File: src/hdl/phmp_pkg.sv
// Summary of operation
// - Attention low while outbound byte waits
// - Attention active low, covers unsolicited messages
// - Select code picks one of four registers
// - Only message and status registers read
// - Device drives selected register during reads
// - Pending stays set until byte taken
// - Boot handshake: three bytes in, one out
// - Run-time responses are six bytes
// - No attention during boot
// - Ready bit one marks valid message byte
// - Pending set on host write, cleared on take
// - Ready set on internal write, cleared on read
// - Audio bytes go to FIFOs, near-full flags
`default_nettype none
package phmp_pkg;
    // ---------------------------------------------------------------
    // Register select codes
    // ---------------------------------------------------------------
    localparam logic [1:0] SEL_MESSAGE = 2'h0;
    localparam logic [1:0] SEL_STATUS = 2'h1;
    localparam logic [1:0] SEL_PCM = 2'h2;
    localparam logic [1:0] SEL_COMPRESSED = 2'h3;
    // ---------------------------------------------------------------
    // Status register fields
    // ---------------------------------------------------------------
    localparam int BIT_OUTBOUND_READY = 1;
    localparam int BIT_INBOUND_PENDING = 2;
    localparam int BIT_COMPRESSED_NEAR_FULL = 4;
    localparam int BIT_PCM_NEAR_FULL = 5;
    // ---------------------------------------------------------------
    // Reset values and counts
    // ---------------------------------------------------------------
    localparam logic [7:0] BYTE_RESET = 8'h00;
    localparam logic [1:0] BOOT_LAST_BYTE = 2'h2;
    localparam logic [2:0] RESPONSE_LAST_BYTE = 3'h5;
    localparam int SYNC_WIDTH = 13;
    // ---------------------------------------------------------------
    // Host cycle states
    // ---------------------------------------------------------------
    typedef enum logic [2:0] {
        PHMP_IDLE = 3'h1,
        PHMP_READ = 3'h2,
        PHMP_WRITE = 3'h4
    } phmp_state_t;
endpackage
`default_nettype wire

File: src/hdl/phmp_port.sv
`default_nettype none
module phmp_port (
    input wire logic ref_clk,
    input wire logic srst,
    input wire logic ce,
    input wire logic chip_sel_n,
    input wire logic data_strobe_n,
    input wire logic direction_select,
    input wire logic [1:0] reg_select,
    input wire logic [7:0] host_bus_i,
    output logic [7:0] host_bus_o,
    output logic host_bus_oe,
    output logic host_attention_n,
    input wire logic notify_enable,
    input wire logic boot_mode,
    input wire logic dsp_msg_wr,
    input wire logic [7:0] dsp_msg_wdata,
    input wire logic dsp_msg_take,
    output logic [7:0] dsp_msg_rdata,
    output logic inbound_byte_pending,
    output logic outbound_byte_ready,
    output logic boot_triplet_done,
    output logic response_done,
    output logic pcm_wr_valid,
    output logic [7:0] pcm_wr_data,
    output logic compressed_wr_valid,
    output logic [7:0] compressed_wr_data,
    input wire logic pcm_fifo_near_full,
    input wire logic compressed_fifo_near_full
);
    // ---------------------------------------------------------------
    // Pin synchronisation
    // ---------------------------------------------------------------
    logic [phmp_pkg::SYNC_WIDTH-1:0] pins_s;
    logic cs_n_s;
    logic ds_n_s;
    logic dir_s;
    logic [1:0] sel_s;
    logic [7:0] bus_s;
    logic active;
    logic write_end;
    logic read_end;
    phmp_pkg::phmp_state_t state_q;
    logic [7:0] outbound_q;
    logic [7:0] status_byte;
    logic [1:0] boot_cnt_q;
    logic [2:0] resp_cnt_q;

    phmp_sync #(
        .WIDTH(phmp_pkg::SYNC_WIDTH)
    ) u_sync (
        .ref_clk(ref_clk),
        .srst(srst),
        .ce(ce),
        .async_in({chip_sel_n, data_strobe_n, direction_select, reg_select, host_bus_i}),
        .sync_out(pins_s)
    );

    assign {cs_n_s, ds_n_s, dir_s, sel_s, bus_s} = pins_s;
    assign active = !cs_n_s && !ds_n_s;
    assign write_end = (state_q == phmp_pkg::PHMP_WRITE) && !active;
    assign read_end = (state_q == phmp_pkg::PHMP_READ) && !active;

    // ---------------------------------------------------------------
    // Host cycle tracking
    // ---------------------------------------------------------------
    always_ff @(posedge ref_clk)
    begin
        if (srst)
        begin
            state_q <= phmp_pkg::PHMP_IDLE;
        end
        else if (ce)
        begin
            case (state_q)
                phmp_pkg::PHMP_IDLE:
                begin
                    if (active && dir_s)
                    begin
                        state_q <= phmp_pkg::PHMP_READ;
                    end
                    else if (active)
                    begin
                        state_q <= phmp_pkg::PHMP_WRITE;
                    end
                end
                phmp_pkg::PHMP_READ,
                phmp_pkg::PHMP_WRITE:
                begin
                    if (!active)
                    begin
                        state_q <= phmp_pkg::PHMP_IDLE;
                    end
                end
                default:
                begin
                    state_q <= phmp_pkg::PHMP_IDLE;
                end
            endcase
        end
    end

    // ---------------------------------------------------------------
    // Inbound message byte
    // ---------------------------------------------------------------
    always_ff @(posedge ref_clk)
    begin
        if (srst)
        begin
            dsp_msg_rdata <= phmp_pkg::BYTE_RESET;
            inbound_byte_pending <= 1'b0;
        end
        else if (ce)
        begin
            if (write_end && sel_s == phmp_pkg::SEL_MESSAGE)
            begin
                dsp_msg_rdata <= bus_s;
                inbound_byte_pending <= 1'b1;
            end
            else if (dsp_msg_take)
            begin
                inbound_byte_pending <= 1'b0;
            end
        end
    end

    // Boot handshake: every third inbound byte in boot
    always_ff @(posedge ref_clk)
    begin
        if (srst)
        begin
            boot_cnt_q <= 2'h0;
            boot_triplet_done <= 1'b0;
        end
        else if (ce)
        begin
            boot_triplet_done <= 1'b0;
            if (!boot_mode)
            begin
                boot_cnt_q <= 2'h0;
            end
            else if (write_end && sel_s == phmp_pkg::SEL_MESSAGE)
            begin
                if (boot_cnt_q == phmp_pkg::BOOT_LAST_BYTE)
                begin
                    boot_cnt_q <= 2'h0;
                    boot_triplet_done <= 1'b1;
                end
                else
                begin
                    boot_cnt_q <= boot_cnt_q + 2'h1;
                end
            end
        end
    end

    // ---------------------------------------------------------------
    // Outbound message byte
    // ---------------------------------------------------------------
    always_ff @(posedge ref_clk)
    begin
        if (srst)
        begin
            outbound_q <= phmp_pkg::BYTE_RESET;
            outbound_byte_ready <= 1'b0;
        end
        else if (ce)
        begin
            if (dsp_msg_wr)
            begin
                outbound_q <= dsp_msg_wdata;
                outbound_byte_ready <= 1'b1;
            end
            else if (read_end && sel_s == phmp_pkg::SEL_MESSAGE)
            begin
                outbound_byte_ready <= 1'b0;
            end
        end
    end

    // Run-time response length counter
    always_ff @(posedge ref_clk)
    begin
        if (srst)
        begin
            resp_cnt_q <= 3'h0;
            response_done <= 1'b0;
        end
        else if (ce)
        begin
            response_done <= 1'b0;
            if (boot_mode)
            begin
                resp_cnt_q <= 3'h0;
            end
            else if (read_end && sel_s == phmp_pkg::SEL_MESSAGE && outbound_byte_ready)
            begin
                if (resp_cnt_q == phmp_pkg::RESPONSE_LAST_BYTE)
                begin
                    resp_cnt_q <= 3'h0;
                    response_done <= 1'b1;
                end
                else
                begin
                    resp_cnt_q <= resp_cnt_q + 3'h1;
                end
            end
        end
    end

    // ---------------------------------------------------------------
    // Read data and attention
    // ---------------------------------------------------------------
    always_comb
    begin
        status_byte = phmp_pkg::BYTE_RESET;
        status_byte[phmp_pkg::BIT_OUTBOUND_READY] = outbound_byte_ready;
        status_byte[phmp_pkg::BIT_INBOUND_PENDING] = inbound_byte_pending;
        status_byte[phmp_pkg::BIT_PCM_NEAR_FULL] = pcm_fifo_near_full;
        status_byte[phmp_pkg::BIT_COMPRESSED_NEAR_FULL] = compressed_fifo_near_full;
    end

    always_ff @(posedge ref_clk)
    begin
        if (srst)
        begin
            host_bus_o <= phmp_pkg::BYTE_RESET;
            host_bus_oe <= 1'b0;
            host_attention_n <= 1'b1;
        end
        else if (ce)
        begin
            host_bus_oe <= active && dir_s;
            case (sel_s)
                phmp_pkg::SEL_MESSAGE: host_bus_o <= outbound_q;
                phmp_pkg::SEL_STATUS: host_bus_o <= status_byte;
                default: host_bus_o <= phmp_pkg::BYTE_RESET;
            endcase
            host_attention_n <= !(outbound_byte_ready && notify_enable
                && !boot_mode);
        end
    end

    // ---------------------------------------------------------------
    // Audio input routing
    // ---------------------------------------------------------------
    always_ff @(posedge ref_clk)
    begin
        if (srst)
        begin
            pcm_wr_valid <= 1'b0;
            pcm_wr_data <= phmp_pkg::BYTE_RESET;
            compressed_wr_valid <= 1'b0;
            compressed_wr_data <= phmp_pkg::BYTE_RESET;
        end
        else if (ce)
        begin
            pcm_wr_valid <= write_end && sel_s == phmp_pkg::SEL_PCM;
            compressed_wr_valid <= write_end && sel_s == phmp_pkg::SEL_COMPRESSED;
            if (write_end && sel_s == phmp_pkg::SEL_PCM)
            begin
                pcm_wr_data <= bus_s;
            end
            if (write_end && sel_s == phmp_pkg::SEL_COMPRESSED)
            begin
                compressed_wr_data <= bus_s;
            end
        end
    end

    // ---------------------------------------------------------------
    // Assertions
    // ---------------------------------------------------------------
    attn_notify_a: assert property (@(posedge ref_clk) disable iff (srst)
        ce && outbound_byte_ready && notify_enable && !boot_mode |=> !host_attention_n)
        else $error("attention not asserted for waiting byte");
    attn_boot_a: assert property (@(posedge ref_clk) disable iff (srst)
        ce && boot_mode |=> host_attention_n)
        else $error("attention asserted during boot");
    inb_set_a: assert property (@(posedge ref_clk) disable iff (srst)
        ce && write_end && sel_s == phmp_pkg::SEL_MESSAGE |=> inbound_byte_pending)
        else $error("pending not set by host write");
    inb_hold_a: assert property (@(posedge ref_clk) disable iff (srst)
        inbound_byte_pending && !dsp_msg_take |=> inbound_byte_pending)
        else $error("pending dropped before take");
    outb_set_a: assert property (@(posedge ref_clk) disable iff (srst)
        ce && dsp_msg_wr |=> outbound_byte_ready && outbound_q == $past(dsp_msg_wdata))
        else $error("ready not set by internal write");
    outb_clear_a: assert property (@(posedge ref_clk) disable iff (srst)
        ce && read_end && sel_s == phmp_pkg::SEL_MESSAGE && !dsp_msg_wr
        |=> !outbound_byte_ready)
        else $error("ready not cleared by host read");
    read_drive_a: assert property (@(posedge ref_clk) disable iff (srst)
        ce && active && dir_s && sel_s == phmp_pkg::SEL_STATUS
        |=> host_bus_oe && host_bus_o == $past(status_byte))
        else $error("status not driven on read");
    write_quiet_a: assert property (@(posedge ref_clk) disable iff (srst)
        ce && !dir_s |=> !host_bus_oe)
        else $error("bus driven during write");
    pcm_route_a: assert property (@(posedge ref_clk) disable iff (srst)
        ce && write_end && sel_s == phmp_pkg::SEL_PCM
        |=> pcm_wr_valid && pcm_wr_data == $past(bus_s) && !compressed_wr_valid)
        else $error("pcm byte not routed");
    resp_len_a: assert property (@(posedge ref_clk) disable iff (srst)
        $rose(response_done) |-> $past(resp_cnt_q) == phmp_pkg::RESPONSE_LAST_BYTE)
        else $error("response ended at wrong length");
endmodule
`default_nettype wire

File: src/hdl/phmp_sync.sv
`default_nettype none
module phmp_sync #(
    parameter int WIDTH = 1
) (
    input wire logic ref_clk,
    input wire logic srst,
    input wire logic ce,
    input wire logic [WIDTH-1:0] async_in,
    output logic [WIDTH-1:0] sync_out
);
    logic [WIDTH-1:0] meta_q;

    // Two flops per bit; first stage feeds only the second
    always_ff @(posedge ref_clk)
    begin
        if (srst)
        begin
            meta_q <= '1;
            sync_out <= '1;
        end
        else if (ce)
        begin
            meta_q <= async_in;
            sync_out <= meta_q;
        end
    end
endmodule
`default_nettype wire

File: config.mk
export PLATFORM = sky130hd
export DESIGN_NAME = phmp_port
export DESIGN_NICKNAME = d
export VERILOG_FILES = /design/src/hdl/phmp_pkg.sv /design/src/hdl/phmp_port.sv /design/src/hdl/phmp_sync.sv
export SDC_FILE = /design/constraint.sdc
export NUM_CORES = 1
export LEC_CHECK = 0
export BUFFER_PORTS_ARGS = -buffer_cell sky130_fd_sc_hd__buf_2
export CAP_MARGIN = 20
export CORE_UTILIZATION = 50
export CTS_CLUSTER_DIAMETER = 200
export CTS_CLUSTER_SIZE = 24
export DETAILED_ROUTE_END_ITERATION = 8
export GPL_ROUTABILITY_DRIVEN = 1
export PLACE_DENSITY = 0.72
export SLEW_MARGIN = 10
export SYNTH_ARGS = -nofsm -noshare
export SYNTH_HDL_FRONTEND = slang
export SYNTH_SLANG_ARGS = --single-unit
File: constraint.sdc
create_clock -name ref_clk -period 2.85 [get_ports ref_clk]
set_clock_uncertainty 0.2 [all_clocks]
set_input_delay 0.285 -clock ref_clk [delete_from_list [all_inputs] [get_ports ref_clk]]
set_output_delay 0.285 -clock ref_clk [all_outputs]
set_load 0.02 [all_outputs]
==> impl_metrics.tcl <==
set metrics [dict create \
    synth-edff-count 0 \
    grt-ovfl-total 0 \
    area_growth_pct 22.6 \
    synth_most_common_cell "dfxtp_1" \
    tightest_slew_ps 859 \
    antennaDiodeCount 0 \
    cp.arrival_ps 1870 \
    power_mw 2.30 \
    worstPathMaxFanout 13 \
    fp.dieH_um 84.1 \
    rsz0062_at_grt "false" \
    tns_ps 0 \
    drt.antenna.violating_nets 0 \
    core_um2 6420 \
    yosys_register_bits 82 \
    root_buffer "clkbuf_8" \
    clock_latency_ps 350 \
    synth_fa_ha_area_share_pct 0 \
    ys_types 42 \
    synth.avg_cell_area_um2 9.48 \
    antenna_found_initial 0 \
    synth_top_family_by_area "simple AND/OR/NAND/NOR gates" \
    fin_ws_ps 1020 \
    syn_inst 356 \
    vias_per_cell 5.48 \
    holdWs_ps 7.14 \
    period_share_pct 64.1 \
    finalWirelength_mm 7.38 \
    synth_top_area_share_pct 48.7 \
    timing.rr.end "compressed_wr_data[1]" \
    htree_levels 3 \
    crit_type "flop to flop" \
    yosysWarningCount 0 \
    setup_viol 0 \
    synth_top_flop_cell "dfxtp_1" \
    cts_tree "done" \
    drt_first_iter_violations 161 \
    pre_cts_ws_ps 788 \
    relSlewSlack_pct 42.7 \
    ir_worst_vdd_mv 0.391 \
    max_freq_mhz 548 \
    slew_viol_final 0 \
    cp-start-kind "flop" \
    grt_pass1_vias 2601 \
    nets 463 \
    place_inst 480 \
    placed_area_um2 3710 \
    clk_pin_slew_ps 90 \
    r2r_slack_ps 1020 \
    final_cells 515 \
    dp_hpwl_mm 4.69 \
    rows 29 \
    layout-drive-gt1-share_pct 21.9 \
    reg2regPathDepth 4 \
    power_leakage_nw 1.81 \
    cap_viol_max_count 0 \
    finalHoldViolations 0 \
    firstDrtPassIters 6 \
    grt_max_degree 55 \
    endpoint_kind "flop" \
    cts_num_sinks 82 \
    yosys.area_share.simple_pct 21.5 \
    die_area_um2 7080 \
    place_congestion 0.726 \
    synth_compound_area_share_pct 11.2 \
    groute.usage.overall_pct 22.0 \
    hold_path_class "input pin to flop" \
    r2r_start "state_q[2]" \
    synth_commonest_cells "dfxtp_1 (82), nand2_1 (62), mux2i_1 (41), a21oi_1 (30), buf_2 (15)" \
    via_count 2821 \
    worstPathRequired_ps 2890 \
    synth.area.mux_share_pct 13.5 \
    crit_start "state_q[2]" \
    fin_crit_ps 1830 \
    ios 70 \
    clockBufferDepth 2 \
    yosysTopAreaCell "dfxtp_1" \
    numCtsBuffers 9 \
    violations "DRC" \
    cts_setup_buffers 0 \
    wire_per_inst_um 14.3 \
    syn-cell-area_um2 3370 \
    synthXorXnorAreaFrac_pct 0 \
    ys_seq_area_share_pct 48.7 \
    fin_area_um2 4140 \
    syn-num-nets 386 \
    min_from "dsp_msg_wdata[6]" \
    power-per-cell-area_nw_per_um2 557 \
    initial_core_util_pct 52.5 \
    dieWidth_um 84.1 \
    drc 10 \
    status "finished, violations left" \
    grt_pass1_wl_mm 12.4 \
    async_flop_share_pct 0 \
    synth_area_leaders "dfxtp_1 (49%), mux2i_1 (12%), nand2_1 (6.9%)" \
    io_buffers 69 \
    setup.worst_path.end "compressed_wr_data[1]" \
    utilization_pct 64.4 \
]
layout make-up:
type                            count  area (um^2)
Clock inverter                      5         83.8
Timing Repair Buffer               96          596
Clock buffer                       11          151
Multi-Input combinational cell    242         1560
Inverter                            2         7.51
Tap cell                           77         96.3
Fill cell                         546         2290
Sequential cell                    82         1640
kinds of logic (layout without fill, tap and decap cells):
group                  Yosys count  after routing
AND/OR/NAND/NOR                138            138
flip-flops                      82             82
AO/OA/AOI/OAI                   59             59
multiplexers                    45             45
buffers and inverters           32            114
worst min-delay path by stage:
stage	end	slack, ps	depth (start not counted)
2_1_floorplan	u_sync.meta_q[0]	210	2
3_3_place_gp	pcm_wr_data[3]	240	2
3_5_place_dp	outbound_q[5]	250	2
4_1_cts	outbound_q[6]	0.1	3
5_1_grt	outbound_q[6]	10	3
6_report	outbound_q[6]	7	3
where the power goes:
part           switching, mW  leakage, nW  total [mW]  internal, mW
clock network          0.426        0.112       0.970         0.544
registers             0.0185        0.666        1.19          1.17
logic                 0.0776         1.03       0.146        0.0683
layout by cell type (no fill, tap or decap), types with 2 or more instances in the layout:
cell,netlist,final
or3b_1,3,3
nor2b_1,7,7
nand2_1,62,62
a41oi_1,2,2
and4bb_1,2,2
or2_1,2,2
clkinvlp_4,0,2
mux2i_1,41,41
o21ai_0,2,2
nor4_1,2,2
o311ai_1,2,2
a21oi_1,30,30
clkbuf_8,0,11
nand4_1,12,12
a211o_1,2,2
bufinv_16,0,2
buf_4,3,8
nand2b_1,9,9
buf_2,15,69
dlygate4sd3_1,0,19
nand4bb_1,2,2
and3b_1,3,3
a32oi_1,3,3
nor3b_1,5,5
o31ai_1,9,9
nand3_1,13,13
mux2_1,4,4
nor2_1,11,11
o41ai_1,2,2
dfxtp_1,82,82
registers in the layout, indices dropped and copies added, names as in the netlist, 2 cells and up:
signal	cells
u_sync.meta_q	13
u_sync.sync_out	13
compressed_wr_data	8
dsp_msg_rdata	8
host_bus_o	8
outbound_q	8
pcm_wr_data	8
resp_cnt_q	3
state_q	3
boot_cnt_q	2
layer usage:
metal	part of all wire, %	wire, um	global-route usage (%)
met3	3.4	253	3.83
met4	1.7	124	9.40
met2	48	3540	35.8
met1	47	3460	28.8
met5	0	0	0
timing repair:
action | 4_1_cts | 5_1_grt
endpoints found under the hold margin | 19 | 0
hold buffers | 19 | 0
gates resized for setup | 0 | 0
worst max-delay path, cell delays in order (launching register included):
cell      delay (ps)
dfxtp_1          500
and4bb_1         530
nand4_1          140
buf_4            210
mux2i_1          130
No activity file was read; power rests on OpenSTA's default activity.
